`config.mk`:
```
export PLATFORM = sky130hd
export DESIGN_NAME = scs_supervisor
export DESIGN_NICKNAME = d
export VERILOG_FILES = /design/src/pkg/scs_pkg.sv /design/src/hw/scs_tick.sv /design/src/hw/scs_supervisor.sv
export SDC_FILE = /design/constraint.sdc
export NUM_CORES = 1
export LEC_CHECK = 0
export BUFFER_PORTS_ARGS = -buffer_cell sky130_fd_sc_hd__buf_2
export CORE_MARGIN = 2
export CORE_UTILIZATION = 55
export CTS_CLUSTER_DIAMETER = 200
export DETAILED_ROUTE_END_ITERATION = 7
export PLACE_DENSITY_LB_ADDON = 0.08
export SETUP_SLACK_MARGIN = 0.5
export SYNTH_ARGS = -nofsm -noshare
export SYNTH_HDL_FRONTEND = slang
export SYNTH_SLANG_ARGS = --single-unit
```
`constraint.sdc`:
```
create_clock -name clk_i -period 6.1 [get_ports clk_i]
set_clock_uncertainty 0.15 [all_clocks]
set_input_delay 1.22 -clock clk_i [delete_from_list [all_inputs] [get_ports clk_i]]
set_output_delay 1.22 -clock clk_i [all_outputs]
set_load 0.02 [all_outputs]
```
`src/pkg/scs_pkg.sv`:
```
`default_nettype none
package scs_pkg;
    localparam int unsigned CLK_HZ         = 40_000_000;
    localparam int unsigned TENTH_S_CYC    = CLK_HZ / 10;
    localparam int unsigned MS_CYC         = CLK_HZ / 1000;
    // Register byte offsets
    localparam logic [4:0] ADR_STATION  = 5'h00;
    localparam logic [4:0] ADR_RATE     = 5'h04;
    localparam logic [4:0] ADR_PARITY   = 5'h08;
    localparam logic [4:0] ADR_REACT    = 5'h0C;
    localparam logic [4:0] ADR_TOEN     = 5'h10;
    localparam logic [4:0] ADR_DELAY    = 5'h14;
    localparam logic [4:0] ADR_RTS      = 5'h18;
    localparam logic [4:0] ADR_PROTO    = 5'h1C;
    // Second bank offsets (5-bit window wraps; use upper decode bit)
    localparam logic [5:0] ADR6_LOSS    = 6'h20;
    localparam logic [5:0] ADR6_STATUS  = 6'h24;
    localparam logic [5:0] ADR6_IRQ     = 6'h28;
    localparam logic [5:0] ADR6_MASK    = 6'h2C;
    localparam logic [5:0] ADR6_ACTIVE  = 6'h30;
    // Reset values
    localparam logic [7:0] RST_STATION  = 8'h1F;
    localparam logic [2:0] RST_RATE     = 3'h3;
    localparam logic [1:0] RST_PARITY   = 2'h0;
    localparam logic [2:0] RST_REACT    = 3'h3;
    localparam logic       RST_TOEN     = 1'b1;
    localparam logic [6:0] RST_DELAY    = 7'h05;
    localparam logic       RST_RTS      = 1'b1;
    localparam logic [1:0] RST_PROTO    = 2'h0;
    localparam logic [9:0] RST_LOSS     = 10'h014;
    // Limits
    localparam logic [7:0] MAX_ADR_P0   = 8'h20;
    localparam logic [7:0] MAX_ADR_P1   = 8'hFF;
    localparam logic [7:0] MAX_ADR_P2   = 8'h63;
    localparam logic [6:0] MIN_DELAY    = 7'h05;
    localparam logic [6:0] MAX_DELAY    = 7'h41;
    localparam logic [9:0] MAX_LOSS_P01 = 10'h064;
    localparam logic [9:0] MAX_LOSS_P2  = 10'h384;
    localparam logic [2:0] MAX_RATE     = 3'h4;
    localparam logic [1:0] MAX_PARITY   = 2'h2;
    localparam logic [1:0] MAX_PROTO    = 2'h2;
    localparam logic [2:0] REACT_ALARM  = 3'h3;
    localparam logic [2:0] REACT_PRESET = 3'h4;
    // Status bit positions
    localparam int unsigned ST_FAULT    = 0;
    localparam int unsigned ST_RX       = 1;
    localparam int unsigned ST_TXDONE   = 2;
    localparam int unsigned ST_REJECT   = 3;
    localparam int unsigned ST_W        = 4;
    typedef enum logic [2:0] {
        SCS_REACT_RAMP, SCS_REACT_COAST, SCS_REACT_FAST,
        SCS_REACT_ALARM, SCS_REACT_PRESET
    } scs_react_t;
endpackage : scs_pkg
`default_nettype wire

```
`src/hw/scs_tick.sv`:
```
`default_nettype none
// Free-running strobe every DIV clock cycles
module scs_tick #(
    parameter int unsigned DIV = 40_000
) (
    input  wire logic clk_i,
    input  wire logic rst_i,
    output logic      tick_o
);
    logic [$clog2(DIV)-1:0] cnt;

    always_ff @(posedge clk_i) begin
        if (rst_i || cnt == ($clog2(DIV))'(DIV - 1)) begin
            cnt <= '0;
        end else begin
            cnt <= cnt + 1'b1;
        end
    end

    always_ff @(posedge clk_i) begin
        if (rst_i) begin
            tick_o <= 1'b0;
        end else begin
            tick_o <= (cnt == ($clog2(DIV))'(DIV - 1));
        end
    end
endmodule : scs_tick
`default_nettype wire

```
`src/hw/scs_supervisor.sv`:
```
`default_nettype none
module scs_supervisor #(
    parameter int unsigned MS_DIV    = scs_pkg::MS_CYC,
    parameter int unsigned TENTH_DIV = scs_pkg::TENTH_S_CYC
) (
    input  wire logic        clk_i,
    input  wire logic        rst_i,
    // Wishbone classic slave
    input  wire logic        wb_cyc_i,
    input  wire logic        wb_stb_i,
    input  wire logic        wb_we_i,
    input  wire logic [5:0]  wb_adr_i,
    input  wire logic [3:0]  wb_sel_i,
    input  wire logic [31:0] wb_dat_i,
    output logic [31:0]      wb_dat_o,
    output logic             wb_ack_o,
    // Framing engine side
    input  wire logic        msg_valid_i,
    input  wire logic        tx_req_i,
    input  wire logic        tx_busy_i,
    output logic             tx_go_o,
    output logic             rts_o,
    output logic             port_enable_o,
    output logic [2:0]       bit_rate_o,
    output logic [1:0]       parity_o,
    output logic [1:0]       protocol_o,
    output logic [7:0]       station_addr_o,
    // Drive control side
    output logic             comm_fault_o,
    output logic [2:0]       stop_method_o,
    output logic             irq_o
);
    // Software-written settings
    logic [7:0] station_address_param;
    logic [2:0] bit_rate_param;
    logic [1:0] parity_param;
    logic [2:0] comm_error_reaction_param;
    logic       timeout_enable_param;
    logic [6:0] reply_delay_param;
    logic       rts_policy_param;
    logic [1:0] protocol_choice_param;
    logic [9:0] loss_timeout_param;
    // Values latched once after reset
    logic [7:0] act_addr;
    logic [2:0] act_rate;
    logic [1:0] act_parity;
    logic       latched;
    logic       rst_q;

    localparam int unsigned ST_W_C = scs_pkg::ST_W;
    logic [ST_W_C-1:0] status;
    logic [ST_W_C-1:0] mask;

    logic       wr;
    logic       rd_ok;
    logic [7:0] addr_max;
    logic [9:0] loss_max;
    logic       ms_tick;
    logic       tenth_tick;
    logic       active;

    // Reply wait, loss timer and event edge-detect state
    logic [6:0] wait_ms;
    logic       waiting;
    logic       tx_active;
    logic [9:0] loss_cnt;
    logic       fault;
    logic       fault_q;
    logic       busy_q;
    logic       reject_ev;

    scs_tick #(.DIV(MS_DIV)) u_ms (
        .clk_i  (clk_i),
        .rst_i  (rst_i),
        .tick_o (ms_tick)
    );

    scs_tick #(.DIV(TENTH_DIV)) u_tenth (
        .clk_i  (clk_i),
        .rst_i  (rst_i),
        .tick_o (tenth_tick)
    );

    assign wr = wb_cyc_i && wb_stb_i && wb_we_i && !wb_ack_o && wb_sel_i[0];

    // Address ceiling depends on live protocol choice
    always_comb begin
        case (protocol_choice_param)
            2'h1:    addr_max = scs_pkg::MAX_ADR_P1;
            2'h2:    addr_max = scs_pkg::MAX_ADR_P2;
            default: addr_max = scs_pkg::MAX_ADR_P0;
        endcase
        loss_max = (protocol_choice_param == 2'h2) ? scs_pkg::MAX_LOSS_P2
                                                   : scs_pkg::MAX_LOSS_P01;
    end

    // Out-of-range writes are dropped and flagged
    always_comb begin
        rd_ok = 1'b1;
        case (wb_adr_i)
            {1'b0, scs_pkg::ADR_STATION}:
                rd_ok = wb_dat_i[7:0] <= addr_max;
            {1'b0, scs_pkg::ADR_RATE}:
                rd_ok = wb_dat_i[31:3] == '0
                        && wb_dat_i[2:0] <= scs_pkg::MAX_RATE;
            {1'b0, scs_pkg::ADR_PARITY}:
                rd_ok = wb_dat_i[31:2] == '0
                        && wb_dat_i[1:0] <= scs_pkg::MAX_PARITY;
            {1'b0, scs_pkg::ADR_REACT}:
                rd_ok = wb_dat_i[2:0] < scs_pkg::REACT_PRESET
                        || (wb_dat_i[2:0] == scs_pkg::REACT_PRESET
                            && protocol_choice_param != 2'h0);
            {1'b0, scs_pkg::ADR_DELAY}:
                rd_ok = wb_dat_i[6:0] >= scs_pkg::MIN_DELAY
                        && wb_dat_i[6:0] <= scs_pkg::MAX_DELAY;
            {1'b0, scs_pkg::ADR_PROTO}:
                rd_ok = wb_dat_i[1:0] <= scs_pkg::MAX_PROTO;
            scs_pkg::ADR6_LOSS:
                rd_ok = wb_dat_i[9:0] <= loss_max;
            default: rd_ok = 1'b1;
        endcase
    end

    assign reject_ev = wr && !rd_ok;

    always_ff @(posedge clk_i) begin
        if (rst_i) begin
            comm_error_reaction_param <= scs_pkg::RST_REACT;
            timeout_enable_param      <= scs_pkg::RST_TOEN;
            reply_delay_param         <= scs_pkg::RST_DELAY;
            rts_policy_param          <= scs_pkg::RST_RTS;
            protocol_choice_param     <= scs_pkg::RST_PROTO;
            loss_timeout_param        <= scs_pkg::RST_LOSS;
            mask                      <= '0;
        end else if (wr && rd_ok) begin
            case (wb_adr_i)
                {1'b0, scs_pkg::ADR_REACT}:
                    comm_error_reaction_param <= wb_dat_i[2:0];
                {1'b0, scs_pkg::ADR_TOEN}:
                    timeout_enable_param <= wb_dat_i[0];
                {1'b0, scs_pkg::ADR_DELAY}:
                    reply_delay_param <= wb_dat_i[6:0];
                {1'b0, scs_pkg::ADR_RTS}:
                    rts_policy_param <= wb_dat_i[0];
                {1'b0, scs_pkg::ADR_PROTO}:
                    protocol_choice_param <= wb_dat_i[1:0];
                scs_pkg::ADR6_LOSS:
                    loss_timeout_param <= {wb_dat_i[9:8] & {2{wb_sel_i[1]}},
                                           wb_dat_i[7:0]};
                scs_pkg::ADR6_MASK:
                    mask <= wb_dat_i[ST_W_C-1:0];
                default: ;
            endcase
        end
    end

    // Power-up reset must span two edges: a longer reset restores the
    // link defaults, a one-edge reset keeps them so new values apply
    always_ff @(posedge clk_i) begin
        rst_q <= rst_i;
    end

    always_ff @(posedge clk_i) begin
        if (rst_i && rst_q) begin
            station_address_param <= scs_pkg::RST_STATION;
            bit_rate_param        <= scs_pkg::RST_RATE;
            parity_param          <= scs_pkg::RST_PARITY;
        end else if (!rst_i && wr && rd_ok) begin
            case (wb_adr_i)
                {1'b0, scs_pkg::ADR_STATION}:
                    station_address_param <= wb_dat_i[7:0];
                {1'b0, scs_pkg::ADR_RATE}:
                    bit_rate_param <= wb_dat_i[2:0];
                {1'b0, scs_pkg::ADR_PARITY}:
                    parity_param <= wb_dat_i[1:0];
                default: ;
            endcase
        end
    end

    // Link settings captured once, one cycle after reset release
    always_ff @(posedge clk_i) begin
        if (rst_i) begin
            latched    <= 1'b0;
            act_addr   <= scs_pkg::RST_STATION;
            act_rate   <= scs_pkg::RST_RATE;
            act_parity <= scs_pkg::RST_PARITY;
        end else if (!latched) begin
            latched    <= 1'b1;
            act_addr   <= station_address_param;
            act_rate   <= bit_rate_param;
            act_parity <= parity_param;
        end
    end

    assign active = act_addr != 8'h00;

    // Reply delay: counts whole ms ticks after a received message
    always_ff @(posedge clk_i) begin
        if (rst_i || !active) begin
            waiting <= 1'b0;
            wait_ms <= '0;
        end else if (msg_valid_i) begin
            waiting <= 1'b1;
            wait_ms <= reply_delay_param;
        end else if (waiting && ms_tick) begin
            if (wait_ms <= 7'h01) begin
                waiting <= 1'b0;
                wait_ms <= '0;
            end else begin
                wait_ms <= wait_ms - 7'h01;
            end
        end
    end

    // Grant transmit once the wait has expired
    // Message cycle itself blocks the grant, before the wait is loaded
    assign tx_go_o = active && tx_req_i && !waiting
                     && !msg_valid_i;

    always_ff @(posedge clk_i) begin
        if (rst_i) begin
            tx_active <= 1'b0;
            busy_q    <= 1'b0;
        end else begin
            tx_active <= active && (tx_go_o || tx_busy_i);
            busy_q    <= tx_busy_i;
        end
    end

    // RTS from a flop; disabled port never asserts it
    always_ff @(posedge clk_i) begin
        if (rst_i) begin
            rts_o <= 1'b0;
        end else if (!active) begin
            rts_o <= 1'b0;
        end else if (!rts_policy_param) begin
            rts_o <= 1'b1;
        end else begin
            rts_o <= tx_go_o || tx_busy_i;
        end
    end

    // Loss timer in tenths of a second
    always_ff @(posedge clk_i) begin
        if (rst_i || !timeout_enable_param || !active || msg_valid_i) begin
            loss_cnt <= '0;
        end else if (tenth_tick && !fault) begin
            loss_cnt <= loss_cnt + 10'h001;
        end
    end

    always_ff @(posedge clk_i) begin
        if (rst_i || !timeout_enable_param || !active) begin
            fault <= 1'b0;
        end else if (msg_valid_i) begin
            fault <= 1'b0;
        end else if (loss_cnt > loss_timeout_param
                     || (tenth_tick && loss_cnt == loss_timeout_param)) begin
            fault <= 1'b1;
        end
    end

    always_ff @(posedge clk_i) begin
        if (rst_i) begin
            fault_q <= 1'b0;
        end else begin
            fault_q <= fault;
        end
    end

    // Sticky status; a new event beats a same-cycle clear
    logic [ST_W_C-1:0] ev;
    logic [ST_W_C-1:0] clr;
    always_comb begin
        ev = '0;
        ev[scs_pkg::ST_FAULT]  = fault && !fault_q;
        ev[scs_pkg::ST_RX]     = msg_valid_i && active;
        ev[scs_pkg::ST_TXDONE] = busy_q && !tx_busy_i;
        ev[scs_pkg::ST_REJECT] = reject_ev;
        clr = (wr && wb_adr_i == scs_pkg::ADR6_STATUS)
              ? wb_dat_i[ST_W_C-1:0] : '0;
    end

    always_ff @(posedge clk_i) begin
        if (rst_i) begin
            status <= '0;
        end else begin
            status <= (status & ~clr) | ev;
        end
    end

    always_ff @(posedge clk_i) begin
        if (rst_i) begin
            irq_o <= 1'b0;
        end else begin
            irq_o <= |(status & mask);
        end
    end

    // Drive-side reaction to a loss fault
    always_ff @(posedge clk_i) begin
        if (rst_i) begin
            comm_fault_o  <= 1'b0;
            stop_method_o <= scs_pkg::REACT_ALARM;
        end else begin
            comm_fault_o  <= fault;
            stop_method_o <= comm_error_reaction_param;
        end
    end

    assign port_enable_o  = active;
    assign bit_rate_o     = act_rate;
    assign parity_o       = act_parity;
    assign protocol_o     = protocol_choice_param;
    assign station_addr_o = act_addr;

    // Wishbone: one-cycle ack, registered read data
    always_ff @(posedge clk_i) begin
        if (rst_i) begin
            wb_ack_o <= 1'b0;
        end else begin
            wb_ack_o <= wb_cyc_i && wb_stb_i && !wb_ack_o;
        end
    end

    always_ff @(posedge clk_i) begin
        if (rst_i) begin
            wb_dat_o <= '0;
        end else if (wb_cyc_i && wb_stb_i && !wb_we_i && !wb_ack_o) begin
            case (wb_adr_i)
                {1'b0, scs_pkg::ADR_STATION}:
                    wb_dat_o <= {24'h0, station_address_param};
                {1'b0, scs_pkg::ADR_RATE}:
                    wb_dat_o <= {29'h0, bit_rate_param};
                {1'b0, scs_pkg::ADR_PARITY}:
                    wb_dat_o <= {30'h0, parity_param};
                {1'b0, scs_pkg::ADR_REACT}:
                    wb_dat_o <= {29'h0, comm_error_reaction_param};
                {1'b0, scs_pkg::ADR_TOEN}:
                    wb_dat_o <= {31'h0, timeout_enable_param};
                {1'b0, scs_pkg::ADR_DELAY}:
                    wb_dat_o <= {25'h0, reply_delay_param};
                {1'b0, scs_pkg::ADR_RTS}:
                    wb_dat_o <= {31'h0, rts_policy_param};
                {1'b0, scs_pkg::ADR_PROTO}:
                    wb_dat_o <= {30'h0, protocol_choice_param};
                scs_pkg::ADR6_LOSS:
                    wb_dat_o <= {22'h0, loss_timeout_param};
                scs_pkg::ADR6_STATUS:
                    wb_dat_o <= {28'h0, status};
                scs_pkg::ADR6_MASK:
                    wb_dat_o <= {28'h0, mask};
                scs_pkg::ADR6_ACTIVE:
                    wb_dat_o <= {18'h0, tx_active, act_parity, act_rate,
                                 act_addr};
                default:
                    wb_dat_o <= '0;
            endcase
        end
    end
endmodule : scs_supervisor
`default_nettype wire

```
==> run metrics, run 1 <==
DIE AREA 13700 um^2; share of cells above drive strength 1 between 10% and 20%; Final nets 984; top cells by area, synth dfxtp_1 (40%), nor2_1 (7.5%), mux2i_1 (6.0%); ys async rst share 0%; share of the synthesized area in the top cell type between 40% and 50%; post-synthesis cell type count 58; Post-CTS Setup Bufs 0; crit-path cells buf_2, or4b_4, nor2_2, o21ai_1, nor4b_1, o2111a_1, nor4_4, mux2i_1; fillers roughly 1100; CP Launch Type input port; leakage roughly 3.1 nW; Post-CTS Resized 0; clock root cell clkbuf_16; Post-Synthesis Cells between 800 and 900; Worst Max-Slew Pin Slew 1.165 ns; Area Growth Syn to Fin 14.12%; outcome finished, final reports clean; top fanout value on the critical path 19; CTS Buf Count 17; post-synthesis sequential area ratio just over 40%; post-layout util 63.82%; row count between 40 and 50; routed vias around 6300; post-place setup slack around 1.8 ns; post-synthesis register bit count around 140; htree depth 4; Final GP Congestion ~0.91; first-pass GRT wire length 29.61 mm; Setup violations, final 0; final setup margin 2.144 ns; Die H 117.1 um; arrival time at the worst endpoint between 4 and 5 ns; Max-cap violations 0; Antenna diodes 0; setup repair after global routing missed its margin false; setup TNS 0 ns; Worst-Skew Late Latency around 0.42 ns; IO Count approximately 110; final worst-path cycle share around 65%; CTS sink count roughly 140; total global-route track usage approximately 28%; final wirelength around 19 mm; Pins Over Slew Limit 0; Primary FF master, synth dfxtp_1; slowest cell on the critical path nor4_4; drt pass-1 iters 5; delay-heaviest family, CP simple AND/OR/NAND/NOR gates; EDFF count, synth 0; Clock transition at path regs roughly 0.060 ns; worst hold path class register to register; critical path endpoint category register; PwrDens between 200 and 300 nW/um^2; Initial Utilization a little under three fifths; final hold violation count 0; Final min period between 3 and 4 ns; pin count of the biggest net entering global routing 36; Max VDD drop 158.8 uV; synthesized cell area around 7000 um^2; detailed placer's ending HPWL 13.62 mm; DR iter-0 viols around 540; core area about 13000 um^2; total gr overflow 0; vias per inst 5.801; CTS Buffer Depth 2; Max-slew headroom 21.77%; Die X 117.1 um; syn avg cell area around 8.4 um^2; kind of critical path input port to register; Buffers & Inverters on Critical Path 1; Avg WL per Cell between 15 and 20 um; Fmax about 250 MHz; yosys warns 0; number of global-route vias before repair 5917; Required @ worst endpoint approximately 6.3 ns; CTS tree yes; hold buffers post-CTS 0; IO buf count 85; Routed Antenna Nets 0; DRC viols 0; initial antenna violation count 0; CP peak stage delay roughly 0.67 ns; area leader, netlist dfxtp_1
[logic make-up after synthesis]
family | after synthesis | share of synthesized area, %
simple gates | 362 | 24.67
mux | 46 | 6.621
buf+inv | 85 | 5.749
other cells | 1 | 0.05335
xor+xnor | 44 | 5.482
fa+ha+maj | 27 | 4.788
compound gates | 134 | 12.19
flops | 142 | 40.44
[sequential cells by signal, summed over array words and instances, names as in the netlist, 8 cells and up]
register / count
u_tenth.cnt: 22
station_addr_o: 8
loss_timeout_param: 10
wb_dat_o: 14
u_ms.cnt: 16
station_address_param: 8
loss_cnt: 10
[cell usage after synthesis, types with 5 or more instances]
master    count
nor2_1      141
o21ai_0      29
buf_1         5
clkbuf_1     26
a21oi_1      47
nor4_1       18
and2_1        5
xor2_1       28
ha_1         26
and3_1       10
mux2i_1      42
nor3_1       25
or3_1         5
xnor2_1      16
dfxtp_1     142
nand3_1      30
nand4_1      25
buf_2         5
a22oi_1      18
a222oi_1      7
nand2_1      65
nor2b_1      14
a221oi_1      5
inv_1        29
o211ai_1      6
buf_4        19
[placed cells by master (no fill, tap or decap), drive strengths merged, types with 6 or more instances in the layout]
cell	netlist	final
xnor2	16	16
nand2	65	65
conb	1	18
ha	26	26
nor2	143	143
xor2	28	28
and3	10	10
nand3	30	30
dfxtp	142	142
o211ai	6	6
clkbuf	26	20
nand4	25	25
nor4	19	19
a22oi	18	18
a222oi	7	7
o21ai	31	31
nor3	25	25
buf	30	87
inv	29	32
a21oi	47	47
and2	6	6
nor2b	14	14
mux2i	42	42
[layout make-up]
type	count	area, um^2	area share (%)
clock inverter	12	111.4	1.388
sequential	142	2843	35.44
timing repair buffer	87	440.4	5.491
clock buffer	20	456.7	5.693
multi-input combinational	631	3846	47.95
inverter	29	108.9	1.357
tap	172	215.2	2.683
[final timing paths]
check / from / to / slack, ns / cells after the start
max: wb_adr_i[4] / station_address_param[0] / 2.14 / 8
min: u_tenth.cnt[0] / u_tenth.cnt[0] / 0.31 / 1
max reg2reg: protocol_o[0] / comm_error_reaction_param[2] / 2.59 / 10
min reg2reg: u_tenth.cnt[0] / u_tenth.cnt[0] / 0.31 / 1
[power breakdown]
part           internal (mW)  switching [mW]  leakage [nW]
clock                  0.585           0.412         0.267
combinational         0.0452          0.0958          1.71
sequential             0.938          0.0115          1.15
total                   1.57           0.519          3.13
[per-stage QoR]
| stage | total power, mW | cells | area [um^2] | hold WS [ns] |
|---|---|---|---|---|
| after floorplan | 1.071 | 858 | 7093 | 0.2629 |
| after global placement | 1.104 | 1061 | 7453 | 0.2713 |
| after detailed placement | 1.108 | 1061 | 7453 | 0.3019 |
| after CTS | 2.097 | 1093 | 8021 | 0.3154 |
| after global routing | 2.151 | 1093 | 8021 | 0.3428 |
| final | 2.087 | 1093 | 8021 | 0.3097 |
[per-layer routing]
layer | part of all wire [%] | GRT usage, % | vias to the layer above
li1 | - | - | 3064
met1 | 43 | 35.49 | 3014
met4 | 2.6 | 12.55 | 0
met2 | 47 | 46.28 | 230
met5 | 0 | 0 | -
met3 | 7.2 | 5.510 | 33
(Power assumes the default switching activity.)
==> run 2, diff against run 1 <==
--- a/config.mk
+++ b/config.mk
@@ -5,6 +5,7 @@
 export SDC_FILE = /design/constraint.sdc
 export NUM_CORES = 1
 export LEC_CHECK = 0
+export ABC_AREA = 1
 export BUFFER_PORTS_ARGS = -buffer_cell sky130_fd_sc_hd__buf_2
 export CORE_MARGIN = 2
 export CORE_UTILIZATION = 55
==> constraint.sdc (replaced) <==
create_clock -name clk_i -period 3.9 [get_ports clk_i]
set_clock_uncertainty 0.15 [all_clocks]
set_input_delay 0.78 -clock clk_i [delete_from_list [all_inputs] [get_ports clk_i]]
set_output_delay 0.78 -clock clk_i [all_outputs]
set_load 0.02 [all_outputs]
==> run metrics, run 2 <==
outcome finished, final reports clean; final hold violation count 0 (unchanged); routed vias 6902 (+8.8%); drt pass-1 iters 5 (unchanged); DR iter-0 viols 594 (+10%); setup TNS 0 ns (unchanged); post-layout util 65.53% (+1.7 points); worst hold path class register to register; crit-path cells inv_1, ha_1, inv_1, ha_1, nand2_1, nand2_1, nand2_1, nand2_1, nand2_1, nand2_1, nand2_1, nand2_1, nand4_4, nand3_2, nand2_1, nand2_1, nor2_1; Fmax 336.0 MHz; Max-slew headroom 53.75% (+32 points); Reg with most FFs u_tenth.cnt; Final nets 1210 (+23%); delay-heaviest family, CP simple AND/OR/NAND/NOR gates; Synth top cells by count nand2_1 (263), nor2_1 (153), dfxtp_1 (142); IO Count 106 (unchanged); synthesized cell area 7266 um^2 (+3.4%); Max-cap violations 0 (unchanged); share of cells above drive strength 1 12.55% (-2.2 points); DRC viols 0 (unchanged); Final GP Congestion 0.9149 (about the same); Routed Antenna Nets 0 (unchanged); top cells by area, synth dfxtp_1 (39%), nand2_1 (14%), nor2_1 (7.9%); Max VDD drop 280.6 uV (+77%); Min Hold Slack 0.2956 ns (-0.01416 ns); Post-Synthesis Cells 1058 (+26%); hold buffers post-CTS 0 (unchanged); post-synthesis cell type count 44 (-24%); final worst-path cycle share between 70 and 80%; Largest register FFs 22 (unchanged); Antenna diodes 0 (unchanged); Avg WL per Cell 14.35 um (-15%); Pins Over Slew Limit 0 (unchanged); PwrDens 417.5 nW/um^2 (+60%); post-synthesis register bit count 142 (unchanged); htree depth 4 (unchanged); Area Growth Syn to Fin 15.21%; row count 41 (unchanged); most frequent CP cell nand2_1; Post-CTS Setup Bufs 0 (unchanged); CP Launch Type register; Die H 118.9 um (+1.6%); ys async rst share 0% (unchanged); Worst Max-Slew Pin Slew 0.6912 ns (-0.4733 ns); CTS sink count 142 (unchanged); leakage 3.823 nW (+22%); Required @ worst endpoint 4.07 ns (-2.22 ns); biggest regs u_tenth.cnt (22), u_ms.cnt (16), wb_dat_o (14); Post-CTS Resized 0 (unchanged); most common cell after layout, fill and taps aside nand2_1; core area 12770 um^2 (+1.6%); final wirelength 18.93 mm (+2.0%); Setup violations, final 0 (unchanged); critical path endpoint category register; arrival time at the worst endpoint 3.14 ns (-1.01 ns); total global-route track usage 27.52% (-0.46 points); vias per inst 5.233 (-9.8%); share of the synthesized area in the top cell type 39.13% (-1.3 points); IO buf count 85 (unchanged); EDFF count, synth 0 (unchanged); area leader, netlist dfxtp_1; post-synthesis sequential area ratio 39.13% (-1.3 points); Finished Cell Area 8371 um^2 (+4.4%); Worst-Skew Late Latency 0.43 ns (about the same); number of global-route vias before repair 6298 (+6.4%); setup repair after global routing missed its margin false; Die X 118.9 um (+1.6%); kind of critical path register to register; Initial Utilization 56.88% (+0.95 points); CTS Buf Count 17 (unchanged); CTS Buffer Depth 2 (unchanged); yosys warns 0 (unchanged); first-pass GRT wire length 30.93 mm (+4.5%); total gr overflow 0 (unchanged); most frequent cells in the layout nand2_1 (263), nor2_1 (153), dfxtp_1 (142); initial antenna violation count 0 (unchanged); Primary FF master, synth dfxtp_1; Final min period 2.976 ns; slowest cell on the critical path dfxtp_1; CP peak stage delay 0.42 ns (-0.25 ns); clock root cell clkbuf_16; detailed placer's ending HPWL 13.70 mm (+0.62%); top fanout value on the critical path 28 (+9); DIE AREA 14150 um^2 (+3.2%); Buffers & Inverters on Critical Path 2 (+1); Area after DPL 7732 um^2 (+3.7%); CTS tree yes; pin count of the biggest net entering global routing 45 (+25%); Clock transition at path regs 0.06 ns (about the same); syn avg cell area 6.867 um^2 (-18%); most frequent cell after synthesis nand2_1
[run 2: area by class of cell]
class | count | area (um^2)
Fill cell | 1204 | 4403
Multi-Input combinational cell | 758 | 3735
Sequential cell | 142 | 2843
Timing Repair Buffer | 92 | 478.0
Inverter | 123 | 461.7
Clock buffer | 20 | 456.7
Tap cell | 172 | 215.2
Clock inverter | 12 | 181.4
[run 2: per-layer routing]
metal,GRT usage [%],wire [um],up-vias
met5,0,0,-
met4,7.961,356,0
met3,6.992,1605,30
met2,42.82,8163,259
met1,37.74,8806,3068
li1,-,-,3545
[run 2: where the power goes]
group | switching, mW | total, mW | internal, mW
sequential | 0.0228 | 1.50 | 1.48
clock | 0.642 | 1.75 | 1.11
combinational | 0.169 | 0.244 | 0.0752
total | 0.834 | 3.49 | 2.66
[run 2: kinds of logic after synthesis]
family | share of synthesized area (%)
xor+xnor | 1.808
fa+ha+maj | 4.477
other cells | 0.05161
buf+inv | 10.35
simple gates | 34.65
flops | 39.13
compound gates | 9.540
[run 2: final timing paths]
check,start,end,slack (ns),cells after the start
min reg2reg,u_ms.cnt[0],u_ms.cnt[0],0.30,1
max,protocol_o[0],reply_delay_param[6],0.92,17
max reg2reg,protocol_o[0],reply_delay_param[6],0.92,17
min,u_ms.cnt[0],u_ms.cnt[0],0.30,1
[run 2: through the flow]
stage / std cells / power [mW] / setup slack, ns
6_report: 1319 / 3.494 / 0.9241
5_1_grt: 1319 / 3.607 / 0.6471
4_1_cts: 1319 / 3.506 / 0.9850
3_3_place_gp: 1287 / 1.769 / 0.9252
3_5_place_dp: 1287 / 1.771 / 0.9059
2_1_floorplan: 1075 / 1.700 / 1.402
==> run 3, diff against run 2 <==
==> constraint.sdc (replaced) <==
create_clock -name clk_i -period 2.8 [get_ports clk_i]
set_clock_uncertainty 0.15 [all_clocks]
set_input_delay 0.56 -clock clk_i [delete_from_list [all_inputs] [get_ports clk_i]]
set_output_delay 0.56 -clock clk_i [all_outputs]
set_load 0.02 [all_outputs]
==> run metrics, run 3 (synthesis gave the netlist of run 2 again) <==
CTS tree yes; Max-slew headroom 43.80% (-9.9 points); top fanout value on the critical path 5 (-82%); sequential cell area 2858 um^2 (+0.53%); DRC viols 0 (unchanged); capturing point of the worst reg2reg path loss_timeout_param[9]; number of global-route vias before repair 6545 (+3.9%); crit-path cells inv_4, ha_2, inv_4, ha_4, nand3_1, nor2_2, nand2_1, nand2_1, nand2_2, nand2_4, nand4_4, buf_12, buf_8, nand4_1, nand2_1, nor2_1; Finished Cell Area 9055 um^2 (+8.2%); post-layout util 70.89% (+5.4 points); Max-cap violations 0 (unchanged); Final nets 1249 (+3.2%); clock root cell clkbuf_16; Worst-Skew Late Latency 0.43 ns (about the same); Worst Setup SP protocol_o[1]; Final GP Congestion 1.005 (+9.8%); Fmax 401.2 MHz (+19%); Psw 1.206 mW (+45%); Required @ worst endpoint 3.02 ns (-1.05 ns); Area Growth Syn to Fin 24.63%; worst hold path class input port to register; pin count of the biggest net entering global routing 44 (-2.2%); CTS Buffer Depth 2 (unchanged); total gr overflow 0 (unchanged); first-pass GRT wire length 33.01 mm (+6.7%); Crit path depth 16 (-1); most common cell after layout, fill and taps aside nand2_1; internal power 3.738 mW (+41%); fillers 1090 (-9.5%); vias per inst 5.338 (+2.0%); Pins Over Slew Limit 0 (unchanged); cell count of the worst reg-to-reg path 16 (-1); total global-route track usage 29.36% (+1.8 points); row count 41 (unchanged); most frequent CP cell nand2_1; Worst Max-Slew Pin Slew 0.8421 ns (+0.1509 ns); Die X 118.9 um (unchanged); arrival time at the worst endpoint 2.71 ns (-0.43 ns); cell count after placement 1300 (+1.0%); CTS Buf Count 17 (unchanged); Area after DPL 7853 um^2 (+1.6%); IO Count 106 (unchanged); drt pass-1 iters 6 (+1); delay-heaviest family, CP simple AND/OR/NAND/NOR gates; Antenna diodes 0 (unchanged); Avg WL per Cell 14.95 um (+4.2%); biggest regs u_tenth.cnt (22), u_ms.cnt (16), wb_dat_o (14); total power 4.944 mW (+41%); FF-to-FF Start protocol_o[1]; PwrDens 546.1 nW/um^2 (+31%); Final min period 2.493 ns (-0.4832 ns); setup TNS 0 ns (unchanged); setup repair after global routing missed its margin true; Largest register FFs 22 (unchanged); DIE AREA 14150 um^2 (unchanged); Finished Layout Cells 1358 (+3.0%); CP Launch Type register; Setup violations, final 0 (unchanged); Net Sw Frac 24.39% (+0.54 points); core area 12770 um^2 (unchanged); CTS sink count 142 (unchanged); Buffers & Inverters on Critical Path 4 (+2); Initial Utilization 56.88% (unchanged); Gate power share 8.0% (+1.0 points); final hold violation count 0 (unchanged); final worst-path cycle share 89.02% (+13 points); Critical Path Sink loss_timeout_param[9]; Max VDD drop 531.3 uV (+89%); IO buf count 85 (unchanged); slowest cell on the critical path dfxtp_4; critical path endpoint category register; R2R setup slack 0.31 ns (-0.62 ns); share of power burned in registers 42.3% (-0.6 points); htree depth 4 (unchanged); outcome finished, final reports clean; Die H 118.9 um (unchanged); kind of critical path register to register; Routed Antenna Nets 0 (unchanged); multi-input logic area 4051 um^2 (+8.5%); leakage 4.057 nW (+6.1%); Reg with most FFs u_tenth.cnt; final wirelength 20.31 mm (+7.3%); routed vias 7249 (+5.0%); DR iter-0 viols 631 (+6.2%); CP peak stage delay 0.36 ns (-0.06 ns); detailed placer's ending HPWL 13.86 mm (+1.2%); initial antenna violation count 1 (+1); Clock transition at path regs 0.06 ns (about the same); Clock power frac 49.7% (-0.4 points); most frequent cells in the layout nand2_1 (249), nor2_1 (142), dfxtp_1 (136); share of cells above drive strength 1 20.07% (+7.5 points)
-- run 3: changes by cell type in the layout (fill, tap and decap cells not counted), sizes merged --
| cell | change |
|---|---|
| nand4 | +1 |
| nand3 | +3 |
| clkbuf | +2 |
| clkinvlp | +2 |
| buf | +32 |
| clkinv | -1 |
-- run 3: cell type report --
cell class	instances	share of cell area, %
multi-input combinational	762	44.74
sequential	142	31.56
timing repair buffer	126	8.968
inverter	123	5.237
clock buffer	20	5.044
tap	172	2.377
clock inverter	12	2.017
timing repair inverter	1	0.05527
-- run 3: what timing repair did --
action                                  CTS  global route
pin swaps                                20            19
setup buffers                            15             4
gates cloned                              4             3
resized for setup                        35            37
endpoints found under the setup margin   45            81
hold buffers                              0             0
-- run 3: worst min-delay path by stage --
stage | depth (start not counted) | to | start | slack, ns
after floorplan | 2 | stop_method_o[0] | comm_error_reaction_param[0] | 0.27
after global placement | 1 | u_tenth.cnt[0] | u_tenth.cnt[0] | 0.28
after detailed placement | 1 | u_ms.cnt[0] | u_ms.cnt[0] | 0.29
after CTS | 3 | busy_q | tx_busy_i | 0.23
after global routing | 3 | busy_q | tx_busy_i | 0.25
final | 3 | busy_q | tx_busy_i | 0.25
-- run 3: power by group through the flow --
| stage | clock network, mW | registers [mW] | logic [mW] |
|---|---|---|---|
| 2_1_floorplan | 0 | 2.13 | 0.234 |
| 3_3_place_gp | 0 | 2.13 | 0.343 |
| 3_5_place_dp | 0 | 2.13 | 0.346 |
| 4_1_cts | 2.48 | 2.09 | 0.371 |
| 5_1_grt | 2.57 | 2.09 | 0.438 |
| 6_report | 2.46 | 2.09 | 0.396 |
-- run 3: metrics by stage --
step / worst slack, ns / hold WS (ns)
finish: 0.3073 / 0.2465
global route: 0.1836 / 0.2502
CTS: 0.4264 / 0.2315
detailed placement: 0.1040 / 0.2857
global placement: 0.1389 / 0.2774
floorplan: 0.5016 / 0.2673
-- run 3: worst min-delay path, delay by kind of cell --
family / cells / cell delay [ns]
buf+inv: 2 / 0.18
simple gates: 1 / 0.04
-- run 3: routing by layer --
layer	routed length [um]	GRT usage, %	vias up
li1	-	-	3635
met1	9433	41.07	3299
met2	8802	44.29	275
met3	1601	6.992	38
met4	459	10.12	2
met5	11	0	-
